--- src/include/uvd_pkg.sv ---
// Purpose: Shared constants and carriers for the vendor request and code download block
// Assumes: Setup packets arrive already decoded into eight bytes
// Notes: Codes and offsets used by the block
package uvd_pkg;
	// ----------------------------------------
	// Request codes
	// ----------------------------------------
	localparam logic [7:0] REQ_TYPE_OUT = 8'h40;
	localparam logic [7:0] REQ_TYPE_IN = 8'hc0;
	localparam logic [7:0] REQ_REGISTER = 8'ha0;
	localparam logic [7:0] REQ_FIRMWARE = 8'ha1;
	localparam logic [15:0] REG_LEN = 16'h0002;
	// ----------------------------------------
	// Field positions
	// ----------------------------------------
	localparam int SPACE_BIT = 15;
	localparam int RIO_GO_BIT = 15;
	localparam int RIO_WR_BIT = 14;
	localparam int CTL_READY_BIT = 0;
	localparam int CTL_DISC_BIT = 1;
	localparam int CTL_BOOT_BIT = 2;
	// ----------------------------------------
	// Controller space map
	// ----------------------------------------
	localparam logic [14:0] MCU_CTL = 15'h0000;
	localparam logic [14:0] MCU_DL1 = 15'h0001;
	localparam logic [14:0] MCU_DL2 = 15'h0002;
	localparam logic [14:0] MCU_DL3 = 15'h0003;
	localparam logic [14:0] MCU_CFG = 15'h0004;
	localparam logic [14:0] MCU_EP_READY = 15'h0005;
	// ----------------------------------------
	// Reset values and counts
	// ----------------------------------------
	localparam logic [2:0] CTL_RESET = 3'h0;
	localparam logic [15:0] ADDR_RESET = 16'h0000;
	localparam int EP0_MAXPKT = 8;
	localparam int DISC_NS = 10000;
	localparam int CLK_NS = 10;
	localparam int DISC_CYCLES = DISC_NS / CLK_NS;

	typedef struct packed {
		logic [7:0] req_type;
		logic [7:0] request;
		logic [15:0] value;
		logic [15:0] index;
		logic [15:0] length;
	} uvd_setup_t;

	typedef struct packed {
		logic [15:0] addr;
		logic [15:0] data;
		logic wr;
	} uvd_dsp_t;

	typedef enum logic [2:0] {
		ST_IDLE = 3'b000,
		ST_WDATA = 3'b001,
		ST_DSP_WAIT = 3'b010,
		ST_RDATA = 3'b011,
		ST_FW = 3'b100,
		ST_STATUS = 3'b101
	} uvd_state_t;
endpackage : uvd_pkg

--- src/design/uvd_core.sv ---
// Purpose: Vendor requests on the control endpoint and bulk program download to the DSP
// Assumes: Bytes from the USB engine are on CLK; DSP access done pulses on CLK
// Notes: Register port reaches both the controller space and the DSP space
// How it works
// RULE1: Write request is type 40, code a0, address in value, index 0, length 2.
// RULE2: Read request is type c0, code a0, address in value, index 0, length 2.
// RULE3: Address bit 15 high picks controller space, low picks DSP space.
// RULE4: DSP read launches address with bit 15 set, bit 14 clear.
// RULE5: DSP write loads data first, then address with bits 15 and 14 set.
// RULE6: Read is setup, IN data stage with value, then status.
// RULE7: Firmware request type 40 code a1 writes bytes at incrementing address.
// RULE8: Bulk endpoints 1 to 3 download program, each with own address.
// RULE9: Endpoint downloads run independently and never touch each other.
// RULE10: Each endpoint address advances automatically as code arrives.
// RULE11: Four byte groups drop the zero low byte, three bytes form one instruction.
// RULE12: Host sets download address and waits before streaming code.
// RULE13: Host lets download finish before giving a new address.
// RULE14: Code streams of any length are accepted once addresses are set.
// RULE15: Program download is offered only after re-enumeration on loaded firmware. Code gates it on the ready bit with the pullup on.
// RULE16: After attach the device is a bootstrap function with one 8 byte endpoint.
// RULE17: Configuration code is readable by a register read request.
// RULE18: Setting disconnect bit drops the bus, then reconnects with new configuration.
// RULE19: Control register holds firmware ready, disconnect and boot source bits.
// RULE20: Generic endpoints carry nothing until all their buffer registers are written.
// RULE21: Partial instruction group at end is dropped; address stays on it.
`timescale 1ns/1ps
module uvd_core #(
	parameter int NUM_EP = 3,
	parameter int DISC_CYCLES = uvd_pkg::DISC_CYCLES
) (
	input wire logic CLK,
	input wire logic RST,
	input wire logic SETUP_VALID,
	input wire uvd_pkg::uvd_setup_t SETUP,
	input wire logic OUT_VALID,
	input wire logic [7:0] OUT_DATA,
	input wire logic IN_READY,
	output logic IN_VALID,
	output logic [7:0] IN_DATA,
	output logic STATUS_DONE,
	output logic STALL,
	input wire logic [NUM_EP-1:0] BULK_VALID,
	input wire logic [NUM_EP-1:0] BULK_LAST,
	input wire logic [7:0] BULK_DATA [NUM_EP],
	output logic [NUM_EP-1:0] BULK_ACCEPT,
	output logic [NUM_EP-1:0] PM_WE,
	output logic [15:0] PM_ADDR [NUM_EP],
	output logic [23:0] PM_DATA [NUM_EP],
	output logic DSP_GO,
	output uvd_pkg::uvd_dsp_t DSP_REQ,
	input wire logic DSP_DONE,
	input wire logic [15:0] DSP_RDATA,
	output logic FW_WE,
	output logic [15:0] FW_ADDR,
	output logic [7:0] FW_DATA,
	input wire logic [15:0] CFG_CODE,
	input wire logic [7:0] EP_SETUP_WRITTEN,
	output logic [7:0] EP_ENABLE,
	output logic PULLUP_EN,
	output logic [7:0] EP0_MAXPKT,
	output logic RAM_FIRMWARE,
	output logic [2:0] CTL
);
	uvd_pkg::uvd_state_t state;
	logic [15:0] req_addr;
	logic [15:0] wdata;
	logic [15:0] rdata;
	logic byte_sel;
	logic [2:0] ctl;
	logic [15:0] dl_addr [NUM_EP];
	logic [15:0] disc_cnt;
	logic [7:0] ep_written;
	logic ldr_valid;
	logic is_wr_req;
	logic is_rd_req;
	logic is_fw_req;
	logic [14:0] mcu_a;
	logic [15:0] fw_left;
	logic in_primed;

	// ----------------------------------------
	// Request decode
	// ----------------------------------------
	assign is_wr_req = SETUP.req_type == uvd_pkg::REQ_TYPE_OUT && SETUP.request == uvd_pkg::REQ_REGISTER
		&& SETUP.index == 16'h0000 && SETUP.length == uvd_pkg::REG_LEN; // [RULE1]
	assign is_rd_req = SETUP.req_type == uvd_pkg::REQ_TYPE_IN && SETUP.request == uvd_pkg::REQ_REGISTER
		&& SETUP.index == 16'h0000 && SETUP.length == uvd_pkg::REG_LEN; // [RULE2]
	assign is_fw_req = SETUP.req_type == uvd_pkg::REQ_TYPE_OUT && SETUP.request == uvd_pkg::REQ_FIRMWARE; // [RULE7]
	assign mcu_a = req_addr[14:0];
	assign ldr_valid = ctl[uvd_pkg::CTL_READY_BIT] && PULLUP_EN;

	// ----------------------------------------
	// Control transfer sequencer
	// ----------------------------------------
	always_ff @(posedge CLK or posedge RST) begin
		if (RST) begin
			state <= uvd_pkg::ST_IDLE;
			req_addr <= uvd_pkg::ADDR_RESET;
			wdata <= 16'h0000;
			rdata <= 16'h0000;
			fw_left <= 16'h0000;
			byte_sel <= 1'b0;
			STALL <= 1'b0;
		end else begin
			STALL <= 1'b0;
			case (state)
				uvd_pkg::ST_IDLE: begin
					byte_sel <= 1'b0;
					if (SETUP_VALID) begin
						req_addr <= SETUP.value;
						if (is_wr_req) begin
							state <= uvd_pkg::ST_WDATA;
						end else if (is_fw_req) begin
							state <= (SETUP.length == 16'h0000) ? uvd_pkg::ST_STATUS : uvd_pkg::ST_FW; // [RULE7]
							fw_left <= SETUP.length;
						end else if (is_rd_req) begin
							if (SETUP.value[uvd_pkg::SPACE_BIT]) begin // [RULE3]
								state <= uvd_pkg::ST_RDATA;
							end else begin
								state <= uvd_pkg::ST_DSP_WAIT;
							end
						end else begin
							STALL <= 1'b1;
						end
					end
				end
				uvd_pkg::ST_WDATA: begin
					if (OUT_VALID) begin
						byte_sel <= 1'b1;
						if (!byte_sel) begin
							wdata[7:0] <= OUT_DATA;
						end else begin
							wdata[15:8] <= OUT_DATA;
							state <= req_addr[uvd_pkg::SPACE_BIT] ? uvd_pkg::ST_STATUS : uvd_pkg::ST_DSP_WAIT; // [RULE3]
						end
					end
				end
				uvd_pkg::ST_DSP_WAIT: begin
					if (DSP_DONE) begin
						rdata <= DSP_RDATA; // [RULE4]
						byte_sel <= 1'b0;
						state <= DSP_REQ.wr ? uvd_pkg::ST_STATUS : uvd_pkg::ST_RDATA;
					end
				end
				uvd_pkg::ST_RDATA: begin
					if (IN_VALID && IN_READY) begin
						byte_sel <= 1'b1;
						if (byte_sel) begin
							state <= uvd_pkg::ST_STATUS; // [RULE6]
						end
					end
				end
				uvd_pkg::ST_FW: begin
					if (SETUP_VALID) begin
						state <= uvd_pkg::ST_STATUS;
					end else if (OUT_VALID) begin
						req_addr <= req_addr + 16'h0001; // [RULE7]
						fw_left <= fw_left - 16'h0001;
						if (fw_left == 16'h0001) begin
							state <= uvd_pkg::ST_STATUS; // [RULE7]
						end
					end
				end
				uvd_pkg::ST_STATUS: state <= uvd_pkg::ST_IDLE;
				default: state <= uvd_pkg::ST_IDLE;
			endcase
		end
	end

	// ----------------------------------------
	// Read data path
	// ----------------------------------------
	logic [15:0] mcu_rd;
	always_comb begin
		mcu_rd = 16'h0000;
		case (mcu_a)
			uvd_pkg::MCU_CTL: mcu_rd = {13'h0000, ctl};
			uvd_pkg::MCU_DL1: mcu_rd = dl_addr[0];
			uvd_pkg::MCU_DL2: mcu_rd = (NUM_EP > 1) ? dl_addr[NUM_EP > 1 ? 1 : 0] : 16'h0000;
			uvd_pkg::MCU_DL3: mcu_rd = (NUM_EP > 2) ? dl_addr[NUM_EP > 2 ? 2 : 0] : 16'h0000;
			uvd_pkg::MCU_CFG: mcu_rd = CFG_CODE; // [RULE17]
			uvd_pkg::MCU_EP_READY: mcu_rd = {8'h00, EP_ENABLE};
			default: mcu_rd = 16'h0000;
		endcase
	end

	always_ff @(posedge CLK or posedge RST) begin
		if (RST) begin
			IN_DATA <= 8'h00;
			in_primed <= 1'b0;
		end else begin
			// Byte register needs one cycle after each handshake to settle
			in_primed <= state == uvd_pkg::ST_RDATA && !(IN_VALID && IN_READY);
			IN_DATA <= byte_sel ? (req_addr[uvd_pkg::SPACE_BIT] ? mcu_rd[15:8] : rdata[15:8])
				: (req_addr[uvd_pkg::SPACE_BIT] ? mcu_rd[7:0] : rdata[7:0]);
		end
	end
	assign IN_VALID = state == uvd_pkg::ST_RDATA && in_primed; // [RULE6]
	assign STATUS_DONE = state == uvd_pkg::ST_STATUS;

	// ----------------------------------------
	// DSP register access launch
	// ----------------------------------------
	always_ff @(posedge CLK or posedge RST) begin
		if (RST) begin
			DSP_GO <= 1'b0;
			DSP_REQ <= '0;
		end else begin
			DSP_GO <= 1'b0;
			if (state == uvd_pkg::ST_IDLE && SETUP_VALID && is_rd_req && !SETUP.value[uvd_pkg::SPACE_BIT]) begin
				DSP_REQ.addr <= {1'b1, 1'b0, SETUP.value[13:0]}; // [RULE4]
				DSP_REQ.wr <= 1'b0;
				DSP_GO <= 1'b1;
			end else if (state == uvd_pkg::ST_WDATA && OUT_VALID && byte_sel && !req_addr[uvd_pkg::SPACE_BIT]) begin
				DSP_REQ.data <= {OUT_DATA, wdata[7:0]}; // [RULE5]
				DSP_REQ.addr <= {1'b1, 1'b1, req_addr[13:0]}; // [RULE5]
				DSP_REQ.wr <= 1'b1;
				DSP_GO <= 1'b1;
			end
		end
	end

	// ----------------------------------------
	// Firmware byte writes
	// ----------------------------------------
	always_ff @(posedge CLK or posedge RST) begin
		if (RST) begin
			FW_WE <= 1'b0;
			FW_ADDR <= 16'h0000;
			FW_DATA <= 8'h00;
		end else begin
			FW_WE <= state == uvd_pkg::ST_FW && OUT_VALID && !SETUP_VALID; // [RULE7]
			FW_ADDR <= req_addr;
			FW_DATA <= OUT_DATA;
		end
	end

	// ----------------------------------------
	// Control register and re-enumeration
	// ----------------------------------------
	logic mcu_wr;
	assign mcu_wr = state == uvd_pkg::ST_WDATA && OUT_VALID && byte_sel && req_addr[uvd_pkg::SPACE_BIT];

	always_ff @(posedge CLK or posedge RST) begin
		if (RST) begin
			ctl <= uvd_pkg::CTL_RESET;
			disc_cnt <= 16'h0000;
			PULLUP_EN <= 1'b1;
		end else begin
			if (mcu_wr && mcu_a == uvd_pkg::MCU_CTL) begin
				ctl <= wdata[2:0]; // [RULE19]
			end
			if (ctl[uvd_pkg::CTL_DISC_BIT] && PULLUP_EN) begin
				PULLUP_EN <= 1'b0; // [RULE18]
				disc_cnt <= 16'(DISC_CYCLES);
			end else if (!PULLUP_EN) begin
				if (disc_cnt == 16'h0001) begin
					PULLUP_EN <= 1'b1; // [RULE18]
					ctl[uvd_pkg::CTL_DISC_BIT] <= 1'b0;
				end
				disc_cnt <= disc_cnt - 16'h0001;
			end
		end
	end
	assign CTL = ctl;
	assign RAM_FIRMWARE = ctl[uvd_pkg::CTL_BOOT_BIT];
	assign EP0_MAXPKT = 8'(uvd_pkg::EP0_MAXPKT); // [RULE16]

	// ----------------------------------------
	// Generic endpoint enables
	// ----------------------------------------
	always_ff @(posedge CLK or posedge RST) begin
		if (RST) begin
			ep_written <= 8'h00;
		end else if (!PULLUP_EN) begin
			ep_written <= 8'h00;
		end else begin
			ep_written <= ep_written | EP_SETUP_WRITTEN;
		end
	end
	assign EP_ENABLE = ldr_valid ? ep_written : 8'h00; // [RULE20]

	// ----------------------------------------
	// Per endpoint program loaders
	// ----------------------------------------
	genvar g;
	generate
		for (g = 0; g < NUM_EP; g++) begin : gen_ep
			logic [1:0] cnt;
			logic [23:0] word;
			logic set_addr;
			assign set_addr = mcu_wr && mcu_a == 15'(g + 1);
			assign BULK_ACCEPT[g] = ldr_valid; // [RULE15]
			always_ff @(posedge CLK or posedge RST) begin
				if (RST) begin
					cnt <= 2'h0;
					word <= 24'h000000;
					dl_addr[g] <= uvd_pkg::ADDR_RESET;
					PM_WE[g] <= 1'b0;
					PM_ADDR[g] <= 16'h0000;
					PM_DATA[g] <= 24'h000000;
				end else begin
					PM_WE[g] <= 1'b0;
					if (set_addr) begin
						dl_addr[g] <= {OUT_DATA, wdata[7:0]}; // [RULE8]
						cnt <= 2'h0;
					end else if (BULK_VALID[g] && ldr_valid) begin // [RULE9] [RULE14]
						cnt <= cnt + 2'h1;
						case (cnt)
							2'h0: word[23:16] <= BULK_DATA[g];
							2'h1: word[15:8] <= BULK_DATA[g];
							2'h2: word[7:0] <= BULK_DATA[g];
							default: begin
								PM_WE[g] <= 1'b1; // [RULE11]
								PM_ADDR[g] <= dl_addr[g];
								PM_DATA[g] <= word;
								dl_addr[g] <= dl_addr[g] + 16'h0001; // [RULE10]
							end
						endcase
						if (BULK_LAST[g] && cnt != 2'h3) begin
							cnt <= 2'h0; // [RULE21]
						end
					end
				end
			end
		end
	endgenerate

	// ----------------------------------------
	// Checks
	// ----------------------------------------
	dsp_read_launch_a: assert property (@(posedge CLK) disable iff (RST) // [RULE4]
		state == uvd_pkg::ST_IDLE && SETUP_VALID && is_rd_req && !SETUP.value[15]
		|=> DSP_GO && DSP_REQ.addr[15] && !DSP_REQ.addr[14]) else $error("dsp read launch wrong");
	dsp_write_launch_a: assert property (@(posedge CLK) disable iff (RST) // [RULE5]
		DSP_GO && DSP_REQ.wr |-> DSP_REQ.addr[15] && DSP_REQ.addr[14]) else $error("dsp write launch wrong");
	space_select_a: assert property (@(posedge CLK) disable iff (RST) // [RULE3]
		state == uvd_pkg::ST_IDLE && SETUP_VALID && is_rd_req && SETUP.value[15]
		|=> state == uvd_pkg::ST_RDATA) else $error("controller read went to dsp");
	read_stage_a: assert property (@(posedge CLK) disable iff (RST) // [RULE6]
		state == uvd_pkg::ST_RDATA && byte_sel && IN_VALID && IN_READY |=> STATUS_DONE)
		else $error("no status after read");
	fw_incr_a: assert property (@(posedge CLK) disable iff (RST) // [RULE7]
		state == uvd_pkg::ST_FW && OUT_VALID && !SETUP_VALID |=> FW_WE && req_addr == $past(req_addr) + 16'h0001)
		else $error("firmware address not advanced");
	gate_load_a: assert property (@(posedge CLK) disable iff (RST) // [RULE15]
		!ldr_valid |=> PM_WE == '0) else $error("download before firmware ready");
	disc_drop_a: assert property (@(posedge CLK) disable iff (RST) // [RULE18]
		ctl[1] && PULLUP_EN |=> !PULLUP_EN) else $error("no disconnect");
	ep_gate_a: assert property (@(posedge CLK) disable iff (RST) // [RULE20]
		(EP_ENABLE & ~ep_written) == 8'h00) else $error("endpoint enabled before setup");
	bad_req_a: assert property (@(posedge CLK) disable iff (RST) // [RULE1]
		state == uvd_pkg::ST_IDLE && SETUP_VALID && !is_wr_req && !is_rd_req && !is_fw_req |=> STALL)
		else $error("bad request not stalled");
endmodule : uvd_core

--- config.mk ---
export PLATFORM = sky130hd
export DESIGN_NAME = uvd_core
export DESIGN_NICKNAME = d
export VERILOG_FILES = /design/src/include/uvd_pkg.sv /design/src/design/uvd_core.sv
export SDC_FILE = /design/constraint.sdc
export NUM_CORES = 1
export LEC_CHECK = 0
export ABC_CLOCK_PERIOD_IN_PS = 35100
export BUFFER_PORTS_ARGS = -buffer_cell sky130_fd_sc_hd__buf_4
export CELL_PAD_IN_SITES_DETAIL_PLACEMENT = 0
export CELL_PAD_IN_SITES_GLOBAL_PLACEMENT = 1
export CORE_MARGIN = 10
export CORE_UTILIZATION = 47
export DETAILED_ROUTE_END_ITERATION = 8
export MAX_ROUTING_LAYER = met4
export PLACE_DENSITY_LB_ADDON = 0.08
export SKIP_LAST_GASP = 1
export SYNTH_ARGS = -nofsm -noshare
export SYNTH_HDL_FRONTEND = slang
export SYNTH_SLANG_ARGS = --single-unit
--- constraint.sdc ---
create_clock -name CLK -period 35.1 [get_ports CLK]
set_input_delay 0 -clock CLK [delete_from_list [all_inputs] [get_ports CLK]]
set_output_delay 0 -clock CLK [all_outputs]
set_load 0.03 [all_outputs]
## Word level (Yosys, flattened, before mapping)

Index checks and enable logic that the tools add are counted.

| storage, ports and cells | value |
|---|---|
| output and inout port bits | 217 |
| word-level logic and storage cells | 262 |
| bits of input ports | 148 |
| flip-flop bits (word level) | 406 |

| cells by class | value |
|---|---|
| equality and inequality tests | 43 |
| reduce and logical (&&, ||, !) cells | 73 |
| muxes and demuxes | 83 |
| bitwise operators | 9 |
| $add $sub $neg | 9 |

Operators with widths:

| kind | count |
|---|---|
| $mux 16 | 20 |
| $pmux 16 s6 | 1 |
| $add 16x1->16 const B | 4 |
| $pmux 16 s2 | 2 |
| $mux 3 | 14 |
| $mux 8 | 5 |
| $reduce_and 3->1 | 13 |
| $mux 33 | 1 |
| $eq 16x1->1 const B | 2 |
| $logic_not 16->1 | 2 |
| $sub 16x1->16 const B | 2 |
| $logic_and 1x1->1 | 31 |
| $eq 15x2->1 const B | 2 |
| $eq 15x3->1 const B | 2 |
| $mux 1 | 28 |
| $ne 2x2->1 const B | 13 |
| $eq 8x8->1 const B | 3 |
| $mux 2 | 10 |
| $eq 16x2->1 const B | 1 |
| $eq 15x1->1 const B | 1 |
| $logic_not 15->1 | 1 |
| $pmux 3 s5 | 1 |
| $reduce_and 2->1 | 5 |
| $reduce_bool 2->1 | 5 |
| other kinds (21) | 48 |

## Depth between registers and ports, before layout

Gate-level depths: netlist (run 1).

| depth | value |
|---|---|
| word-level depth | 9 |
| depth in mapped cells | 9 |
| mapped depth without buffers | 7 |

## Worst setup path after synthesis (run 1)

OpenSTA, ideal clock, no wires.

| path | value |
|---|---|
| path type | flip-flop to flip-flop |
| start | register req_addr[11] |
| end | register PM_ADDR[32] (netlist bit) |
| setup time | 125 ps |
| path buffers | 3 |
| arrival time | 2423 ps |
| stages on the path, launching flop included | 9 |
| required time | 34975 ps |
| clock period less this slack | 2548 ps |
| slack | 32552 ps |
| path through | dfrtp_1 > or4_1 > buf_2 > nor4_4 > nand3_2 > and2_1 > buf_6 > buf_8 > mux2_4 |

| between the ends | value |
|---|---|
| cells in the longest elaborated chain, start to end | 4 |

Ends and longest elaborated chain:

| element | RTL line | source |
|---|---|---|
| start, declared | uvd_core.sv:65 | `logic [15:0] req_addr;` |
| start signal, assigned | uvd_core.sv:98 | `req_addr <= uvd_pkg::ADDR_RESET;` |
| start signal, assigned | uvd_core.sv:110 | `req_addr <= SETUP.value;` |
| start signal, assigned | uvd_core.sv:157 | `req_addr <= req_addr + 16'h0001;` |
| $eq 15x1->1 | uvd_core.sv:292 | `assign set_addr = mcu_wr && mcu_a == 15'(g + 1);` |
| $logic_and 1x1->1 | uvd_core.sv:292 |  |
| $not 1->1 (no line) | - |  |
| $reduce_and 3->1 (no line) | - |  |
| end signal, assigned by index | uvd_core.sv:315 | `PM_ADDR[g] <= dl_addr[g];` |
| end, declared | uvd_core.sv:47 | `output logic [15:0] PM_ADDR [NUM_EP],` |

No other way between the ends.
A chain may end at the register's enable or synchronous reset.

## Worst setup path in the final report (run 1)

| path | value |
|---|---|
| start | register req_addr[11] |
| end | register PM_DATA[22] (netlist bit) |

| between the ends | value |
|---|---|
| cells in the longest elaborated chain, start to end | 4 |

Ends and longest elaborated chain:

| element | RTL line | source |
|---|---|---|
| $eq 15x2->1 | uvd_core.sv:292 |  |
| $logic_and 1x1->1 | uvd_core.sv:292 |  |
| $not 1->1 (no line) | - |  |
| $reduce_and 3->1 (no line) | - |  |
| end signal, assigned by index | uvd_core.sv:316 | `PM_DATA[g] <= word;` |
| end, declared | uvd_core.sv:48 | `output logic [23:0] PM_DATA [NUM_EP],` |

No other way between the ends.

==> results of run 1 <==
==> cell type report <==
type | instances | area, µm² | area share, %
timing repair buffer | 490 | 3980 | 16.5
clock buffer | 66 | 1320 | 5.47
clock inverter | 6 | 130 | 0.541
multi-input combinational | 1005 | 7700 | 32.0
antenna | 6 | 15.0 | 0.0624
inverter | 31 | 124 | 0.515
sequential | 405 | 10100 | 42.2
tap | 518 | 648 | 2.70
==> synth_stat cells (21+ instances only) <==
cell type  number
dfrtp_1       404
mux2_2        161
nand2_1       106
o21ai_0        89
mux2_4         78
a21oi_1        77
clkbuf_1       60
nor2_1         57
nor3_1         37
nand3_1        36
and3_1         35
inv_1          31
xor2_1         24
ha_1           23
nand4_1        23
xnor2_1        23
nor4_1         21
==> worst paths after layout <==
path,cells after the start,slack (ns),to
hold / removal,5,0.04,STALL
setup reg to reg,6,31.29,PM_DATA[22]
max in group asynchronous,5,32.55,gen_ep[1].word[9]
hold reg to reg,0,0.43,FW_ADDR[13]
setup / recovery,6,31.29,PM_DATA[22]
min in group asynchronous,3,0.20,gen_ep[2].word[13]
==> worst reg2reg max path: stages (launching register included) <==
cell     delay [ns]
dfrtp_1        0.46
or4_1          0.70
nor4_4         0.71
and3_1         0.97
nor2_4         0.05
buf_4          0.38
mux2_4         0.42
==> power groups by stage <==
stage / logic [mW] / clock network (mW) / registers (mW)
5_1_grt: 0.365 / 0.497 / 0.609
2_1_floorplan: 0.176 / 0 / 0.624
6_report: 0.336 / 0.468 / 0.599
3_3_place_gp: 0.320 / 0 / 0.604
3_5_place_dp: 0.324 / 0 / 0.605
4_1_cts: 0.339 / 0.478 / 0.598
==> per-layer routing <==
metal,global-route usage (%),up-vias
met4,6.27,0
met1,30.0,6900
met2,38.5,414
li1,-,6445
met3,5.23,87
met5,-,-
==> timing repair <==
action | in CTS | in global routing
hold buffers | 119 | 0
hold endpoints to repair | 340 | 0
setup endpoints to repair | 0 | 0
==> registers in the layout (all words and copies together) (netlist names), 3 cells and up <==
name         flops
PM_DATA         72
gen_ep.word     72
PM_ADDR         48
dl_addr         48
DSP_REQ         32
FW_ADDR         16
disc_cnt        16
fw_left         16
rdata           16
req_addr        16
FW_DATA          8
IN_DATA          8
ep_written       8
wdata            8
gen_ep.cnt       6
CTL              3
PM_WE            3
state            3
==> per-stage QoR <==
stage	cell area, µm²	power (mW)	utilization (%)
final	24000	1.40	62.1
after global routing	24000	1.47	62.1
after detailed placement	21400	0.930	55.2
after CTS	24000	1.42	62.0
after floorplan	18500	0.800	-
after global placement	21400	0.924	55.2
==> cells by family after synthesis <==
| kind of cell | after synthesis | share of synthesized area, % |
|---|---|---|
| buf+inv | 135 | 3.72 |
| flops | 405 | 54.9 |
| xor+xnor | 47 | 2.23 |
| fa+ha+maj | 23 | 1.56 |
| other cells | 2 | 0.0406 |
| mux | 244 | 16.4 |
| compound gates | 293 | 10.2 |
| simple gates | 390 | 11.0 |
==> reports/metrics.cfg, run 1 <==
[detailed_routing]
vias=13800
dr.pass1.iters=8
wl_met1_mm=23.6
ant_nets=0
dr_wl_met2_mm=27.3
wl_met3_mm=3.57
wl_mm=55.8
avgRoutedWirePerCell_um=22.1
drt_iter0_markers=1090
via_per_inst=5.48
drcViolationCount=0
route.top_layer_used=met4

[status]
outcome=finished, final reports clean

[timing]
setup_viol=0
whs_ns=0.0404
rsz0062_at_grt=false
setup_slack_ns=31.29
worstMarginPinSlew_ns=1.19
max_freq_mhz=262
fin_skew_ns=0.0151
maxSlewViolCount=0
max_slew_margin_pct=20.6
finalSetupTns_ns=0
hold_viol_final=0
period_minus_slack_ns=3.81
min_period_over_period_pct=10.9

[clock_tree]
post_cts_buffers=0
cts_tree=done
cts.clk_slew.worst_paths_ns=0.06
clock_latency_ns=0.56
htree_levels=2
root_buffer=clkbuf_16
cts_buffers=44
ctsResizeCount=0
cts.sinks=405
cts_buffer_depth=3

[worst_setup_path]
worst-path-buf-inv=1
worst_path_max_delay_cell=and3_1
end_kind=register
crit_start=req_addr[11]
cp_top_family=simple AND/OR/NAND/NOR gates
critPathMaxStageDelay_ns=0.97
cp.arrival_ns=4.24
worstPathRequired_ns=35.53
startpoint_type=register
r2r_start=req_addr[11]
crit_chain=or4_1, nor4_4, and3_1, nor2_4, buf_4, mux2_4
critPathMaxFanout=41
critical_path_class=reg2reg

[floorplan]
rows=72
die_w_um=218
core_mm2=0.0387
io_pins=365
dieHeight_um=218
initial_core_util_pct=47.7
dieArea_mm2=0.0476

[yosys]
yosysTopAreaCell=dfrtp_1
syn_inst=1539
yosysUniqueCellTypes=70
synth_edf_count=0
ys_ff_latch=405
ys_async_sr_fraction_pct=100
syn_area_mm2=0.0185
yosys-top-cells-area=dfrtp_1, mux2_2, mux2_4, o21ai_0, nand2_1
avgSynthCellArea_um2=12.0
yosys_warnings=0
seq_area_frac_synth_pct=54.9
synth_top_area_share_pct=54.7
synthFlopType=dfrtp_1

[hold_path]
holdCritStartpoint=SETUP[18]
hold_path_class=in2reg

[place]
place_congestion=0.874
io_buffers=356
hpwl_mm=40.3
dp_cells=2330
dp_slack_ns=31.31

[power_and_ir_drop]
clock_power_share_pct=33.3
p_switching_mw=0.452
ir_drop_v=0.0000622
p_seq_share_pct=42.7
leakagePower_nw=11.4
intPower_mw=0.950
powerDensity_mw_per_mm2=58.3
p_comb_share_pct=24.0
sw_frac_of_total_pct=32.3

[job]
cap_violations=0

[global_route]
grt_pass1_wl_mm=86.4
grt_overflow=0
grt_max_degree=133
grt_pass1_vias=14300
grt_antenna_before_repair=6
track_usage_pct=23.9

[layout]
synthToLayoutAreaGrowth_pct=30.1
layout_commonest_cell=dfrtp_1
most-common-layout-cells=dfrtp_1, buf_4, mux2_2
final_cell_count_no_fill=2527
drive_above_1_share_pct=34.3
finalNetCount=2148
fillers=3182

Power figures use the tool's default switching activity.
==> run 2: changes to the inputs <==
ABC_CLOCK_PERIOD_IN_PS = 3500   (was 35100)
CORE_UTILIZATION = 40   (was 47)
clock period = 3.5 ns   (was 35.1 ns; I/O delays follow)
==> run 2 against run 1 <==
Utilization fell by 8.2 points. Routed wire length up 3.2%. Sequential power rose to 9.9 times the previous value. Via count hardly changed. Combinational power rose to 11 times the previous value. Cell count grew 4.4%. First-iteration DRC count decreased by 8.0%. Design area up 2.0%. Hold slack worse by 0.0040 ns. Largest cell class unchanged.
==> reports/metrics.cfg, run 2 (same netlist as run 1, synthesis figures left out) <==
[status]
outcome=finished, final reports clean

[global_route]
grt_antenna_before_repair=2  ; -4
grt_max_degree=105  ; -21%
grt_overflow=0  ; unchanged
grt_pass1_vias=14600  ; +2.0%
grt_pass1_wl_mm=89.8  ; +3.9%
track_usage_pct=21.1  ; -2.8 points

[detailed_routing]
dr.pass1.iters=5  ; -3
via_per_inst=5.25  ; -4.2%
vias=13800  ; -0.058%
wl_met1_mm=25.4  ; +7.9%
drt_iter0_markers=1003  ; -8.0%
ant_nets=0  ; unchanged
dr_wl_met2_mm=27.8  ; +1.9%
wl_met3_mm=2.93  ; -18%
wl_mm=57.6  ; +3.2%
drcViolationCount=0  ; unchanged
avgRoutedWirePerCell_um=21.8  ; -1.1%
route.top_layer_used=met4

[timing]
rsz0062_at_grt=false
hold_viol_final=0  ; unchanged
setup_viol=0  ; unchanged
min_period_over_period_pct=90.3  ; +79 points
max_slew_margin_pct=20.7  ; +0.060 points
fin_skew_ns=0.0166  ; +0.00148 ns
whs_ns=0.0364  ; -0.00405 ns
max_freq_mhz=317  ; +21%
setup_slack_ns=0.341  ; -30.95 ns
period_minus_slack_ns=3.16  ; -0.652 ns
maxSlewViolCount=0  ; unchanged
worstMarginPinSlew_ns=1.19  ; -0.000905 ns

[clock_tree]
cts.clk_slew.worst_paths_ns=0.06  ; about the same
clock_latency_ns=0.58  ; +0.02 ns
ctsHoldBuffers=121  ; +1.7%
htree_levels=2  ; unchanged
cts_tree=done
post_cts_buffers=0  ; unchanged
ctsResizeCount=0  ; unchanged
cts_buffer_depth=3  ; unchanged
cts.sinks=405  ; unchanged
cts_buffers=47  ; +6.8%
root_buffer=clkbuf_16

[worst_setup_path]
critPathMaxFanout=10  ; -76%
worst_path_max_delay_cell=or4_1
crit_chain=or4_1, or4_1, o21ai_0, a21oi_1, a211oi_1, dlygate4sd3_1
end_kind=register
worstPathRequired_ns=4.02  ; -31.51 ns
critPathMostFrequentCell=or4_1
worst-path-buf-inv=1  ; unchanged
cp_top_family=simple AND/OR/NAND/NOR gates
critPathMaxStageDelay_ns=0.77  ; -0.20 ns
cp.arrival_ns=3.68  ; -0.56 ns
startpoint_type=register
critical_path_class=reg2reg

[layout]
largestRegisters=PM_DATA x72, gen_ep.word x72
drive_above_1_share_pct=35.2  ; +0.89 points
finalNetCount=2170  ; +1.0%
multi_input_area_mm2=0.00770  ; unchanged
synthToLayoutAreaGrowth_pct=32.7
layout_commonest_cell=dfrtp_1
fillers=3994  ; +26%
final_area_mm2=0.0245  ; +2.0%
final_core_utilization_pct=53.9  ; -8.2 points
ff_latch_area_mm2=0.0101  ; unchanged
most-common-layout-cells=dfrtp_1, buf_4, mux2_2

[floorplan]
core_mm2=0.0455  ; +17%
dieHeight_um=235  ; +7.6%
die_w_um=235  ; +7.6%
dieArea_mm2=0.0552  ; +16%
rows=78  ; +8.3%
initial_core_util_pct=40.6  ; -7.1 points
io_pins=365  ; unchanged

[place]
placed_area_mm2=0.0217  ; +1.4%
dp_slack_ns=0.549  ; -30.76 ns
place_congestion=0.848  ; -3.0%
io_buffers=356  ; unchanged
hpwl_mm=41.3  ; +2.3%

[power_and_ir_drop]
ir_drop_v=0.000392  ; +530%
leakagePower_nw=11.6  ; +1.7%
powerDensity_mw_per_mm2=597  ; +920%

[hold_path]
hold_path_class=in2reg

[job]
cap_violations=0  ; unchanged

[run 2: final cells by class]
type,count,area share (%)
multi-input cells,1005,31.4
clock inverters,14,0.873
diodes,2,0.0204
flip-flops and latches,405,41.3
clock buffers,71,5.74
inverters,31,0.490
well taps,600,3.06
repair buffers,509,17.1
[run 2: layer usage]
layer,vias up,track usage [%]
met4,0,5.63
met3,83,4.02
met5,-,-
met1,6880,27.0
li1,6517,-
met2,358,33.8
[run 2: per-stage QoR]
step | TNS, ns | std cells | total power [mW]
6_report | 0 | 2637 | 14.6
5_1_grt | 0 | 2637 | 15.4
4_1_cts | 0 | 2635 | 14.8
3_5_place_dp | 0 | 2429 | 9.43
3_3_place_gp | 0 | 2429 | 9.39
2_1_floorplan | -790.23 | 1545 | 8.02
[run 2: path summary, 6_finish.rpt]
path,from,to,slack (ns),cells past startpoint
min in group asynchronous,RST,PM_ADDR[15],0.58,4
worst max register to register,req_addr[11],IN_DATA[5],0.34,6
worst min-delay path,DSP_DONE,byte_sel,0.04,4
worst max-delay path,req_addr[11],IN_DATA[5],0.34,6
max in group asynchronous,RST,PM_WE[0],1.82,5
worst min register to register,req_addr[13],FW_ADDR[13],0.45,0
[run 2: worst reg2reg max path, cell delays in order (launching register included)]
cell and delay, ns:
dfrtp_1 0.45, or4_1 0.71, or4_1 0.77, o21ai_0 0.32
a21oi_1 0.07, a211oi_1 0.21, dlygate4sd3_1 0.58
[run 2: report_power, final]
part | switching [mW] | total (mW) | internal, mW
logic | 2.11 | 3.56 | 1.45
registers | 0.648 | 5.94 | 5.29
clock network | 1.99 | 5.13 | 3.14
==> run 3: changes to the inputs <==
ABC_AREA = 1   (was unset)
CORE_UTILIZATION = 37   (was 40)
==> run 3 against run 2 <==
Total power is 2.7% higher. Flip-flop and latch count stayed put. Design area is 3.6% higher. Worst setup slack better by 0.29 ns. Register-to-register slack better by 0.29 ns. Critical path type unchanged.
==> reports/metrics.cfg, run 3 <==
[power_and_ir_drop]
p_comb_share_pct=25.1  ; +0.8 points
clock_power_share_pct=35.6  ; +0.5 points
leakagePower_nw=12.8  ; +11%
sw_frac_of_total_pct=33.8  ; +1.3 points
p_seq_share_pct=39.3  ; -1.3 points
ir_drop_v=0.000324  ; -17%
intPower_mw=9.94  ; +0.69%
powerDensity_mw_per_mm2=592  ; -0.85%
p_switching_mw=5.08  ; +6.9%

[place]
io_buffers=356  ; unchanged
dp_slack_ns=0.778  ; +0.228 ns
hpwl_mm=48.9  ; +19%
place_congestion=0.902  ; +6.4%

[job]
cap_violations=0  ; unchanged

[worst_setup_path]
critical_path_class=reg2reg
r2r_start=req_addr[9]
end_kind=register
critPathMostFrequentCell=nand2_1
critPathMaxStageDelay_ns=0.54  ; -0.23 ns
cp_top_family=buffers and inverters
worst_path_max_delay_cell=dlygate4sd3_1
r2r_slack_ns=0.63  ; +0.29 ns
worst-path-buf-inv=4  ; +3
rr_worst_depth=12  ; +6
crit_chain=inv_2, nand3_1, nor2_4, buf_4, nand2_1, inv_1, nand2_1, nand2_1, nand3b_1, nand2_1, nand2_1, dlygate4sd3_1
critPathMaxFanout=24  ; +14
worstPathRequired_ns=3.99  ; -0.03 ns
regToRegEndpoint=IN_DATA[1]
startpoint_type=register
cp.arrival_ns=3.37  ; -0.31 ns

[yosys]
ys_ff_latch=405  ; unchanged
syn_inst=2362  ; +53%
synthFlopType=dfrtp_1
synth_edf_count=0  ; unchanged
yosys-top-cells-area=dfrtp_1, nand2_1, o21ai_0, inv_1, nand3_1
avgSynthCellArea_um2=8.12  ; -32%
ys_async_sr_fraction_pct=100  ; unchanged
seq_area_frac_synth_pct=52.8  ; -2.0 points
yosysMostFrequentCell=nand2_1
yosysTopAreaCell=dfrtp_1
syn_area_mm2=0.0192  ; +3.8%
yosysUniqueCellTypes=44  ; -37%
synth_top_area_share_pct=52.7  ; -2.0 points
yosys_warnings=0  ; unchanged
yosys-top-cells-count=nand2_1, dfrtp_1, inv_1, o21ai_0, nor2_1

[clock_tree]
cts.sinks=405  ; unchanged
htree_levels=2  ; unchanged
post_cts_buffers=0  ; unchanged
cts_buffers=47  ; unchanged
cts_tree=done
clock_latency_ns=0.58  ; about the same
cts.clk_slew.worst_paths_ns=0.06  ; about the same
root_buffer=clkbuf_16
cts_buffer_depth=3  ; unchanged
ctsResizeCount=0  ; unchanged
ctsHoldBuffers=128  ; +5.8%

[floorplan]
dieHeight_um=248  ; +5.4%
rows=83  ; +6.4%
io_pins=365  ; unchanged
die_w_um=248  ; +5.4%
core_mm2=0.0513  ; +13%
dieArea_mm2=0.0614  ; +11%
initial_core_util_pct=37.4  ; -3.2 points

[timing]
min_period_over_period_pct=82.1  ; -8.2 points
finalSetupTns_ns=0  ; unchanged
setup_viol=0  ; unchanged
rsz0062_at_grt=false
worstMarginPinSlew_ns=1.18  ; -0.00435 ns
hold_viol_final=0  ; unchanged
maxSlewViolCount=0  ; unchanged
fin_skew_ns=0.0278  ; +0.0112 ns
max_slew_margin_pct=20.9  ; +0.19 points
max_freq_mhz=348  ; +9.9%
whs_ns=0.0460  ; +0.00958 ns
setup_slack_ns=0.626  ; +0.286 ns
period_minus_slack_ns=2.87  ; -0.286 ns

[global_route]
grt_antenna_before_repair=1  ; -1
grt_pass1_vias=17300  ; +19%
grt_pass1_wl_mm=103  ; +14%
grt_max_degree=128  ; +22%
track_usage_pct=22.0  ; +0.96 points
grt_overflow=0  ; unchanged

[detailed_routing]
ant_nets=0  ; unchanged
wl_mm=66.6  ; +16%
via_per_inst=4.87  ; -7.2%
drcViolationCount=0  ; unchanged
vias=17300  ; +25%
avgRoutedWirePerCell_um=18.8  ; -14%
dr.pass1.iters=5  ; unchanged
drt_iter0_markers=1320  ; +32%

[hold_path]
holdCritStartpoint=SETUP[24]
hold_path_class=in2reg
hold_end=STALL
min_path_cells=9  ; +5

[layout]
layout_commonest_cell=nand2_1
drive_above_1_share_pct=18.1  ; -17 points
synthToLayoutAreaGrowth_pct=32.4
finalNetCount=3000  ; +38%
largestRegisters=PM_DATA x72, gen_ep.word x72
most-common-layout-cells=nand2_1, dfrtp_1, buf_4

[status]
outcome=finished, final reports clean

==> run 3: routing by layer <==
layer	GRT usage [%]	vias to the layer above	share of wire, %
met4	7.21	0	3.1
met2	34.2	438	47
met1	28.6	8230	44
li1	-	8481	-
met5	-	-	0
met3	4.30	107	6.0
==> run 3: power by group through the flow <==
stage                     clock, mW  combinational (mW)  sequential [mW]
after floorplan                   0                1.85             6.22
after global placement            0                3.63             5.97
after detailed placement          0                3.65             5.99
after CTS                      5.49                3.80             5.90
after global routing           5.67                4.17             5.99
final                          5.35                3.77             5.90
==> run 3: final cells by class <==
class / instances / area, µm²
Clock buffer: 61 / 1330
Sequential cell: 405 / 10100
Inverter: 247 / 931
Tap cell: 680 / 851
Multi-Input combinational cell: 1623 / 7620
Fill cell: 5041 / 25900
Antenna cell: 1 / 2.50
Timing Repair Buffer: 505 / 4170
Clock inverter: 21 / 348
==> run 3: kinds of logic (layout without fill, tap and decap cells) <==
logic type	Yosys count	after routing	synth area share, %
AO/OA/AOI/OAI	348	348	9.73
multiplexers	10	10	0.574
AND/OR/NAND/NOR	1201	1201	26.3
XOR/XNOR	33	33	1.51
adder cells (fa/ha/maj)	23	23	1.50
buffers and inverters	340	834	7.53
flip-flops	405	405	52.8
other	2	9	0.0392
==> run 3: through the flow <==
| step | utilization (%) | power [mW] | area [µm²] | instances |
|---|---|---|---|---|
| after floorplan | - | 8.07 | 19200 | 2368 |
| after global placement | 43.7 | 9.59 | 22400 | 3332 |
| after detailed placement | 43.7 | 9.63 | 22400 | 3332 |
| after CTS | 49.5 | 15.2 | 25400 | 3542 |
| after global routing | 49.5 | 15.8 | 25400 | 3543 |
| final | 49.5 | 15.0 | 25400 | 3543 |
==> run 3: worst max-delay path by stage <==
stage | from | endpoint | slack (ns) | depth (start not counted)
floorplan | RST | CTL[0] | -1.95 | 1
global placement | req_addr[9] | PM_ADDR[47] | 0.88 | 8
detailed placement | req_addr[9] | PM_ADDR[42] | 0.78 | 8
CTS | req_addr[13] | IN_DATA[1] | 0.67 | 12
global route | req_addr[13] | IN_DATA[6] | 0.39 | 11
finish | req_addr[9] | IN_DATA[1] | 0.63 | 12
==> run 3: worst min-delay path: cells and delay by family <==
kind	cells	cell delay, ns
buffers and inverters	1	0.08
and+or+nand+nor	8	0.51
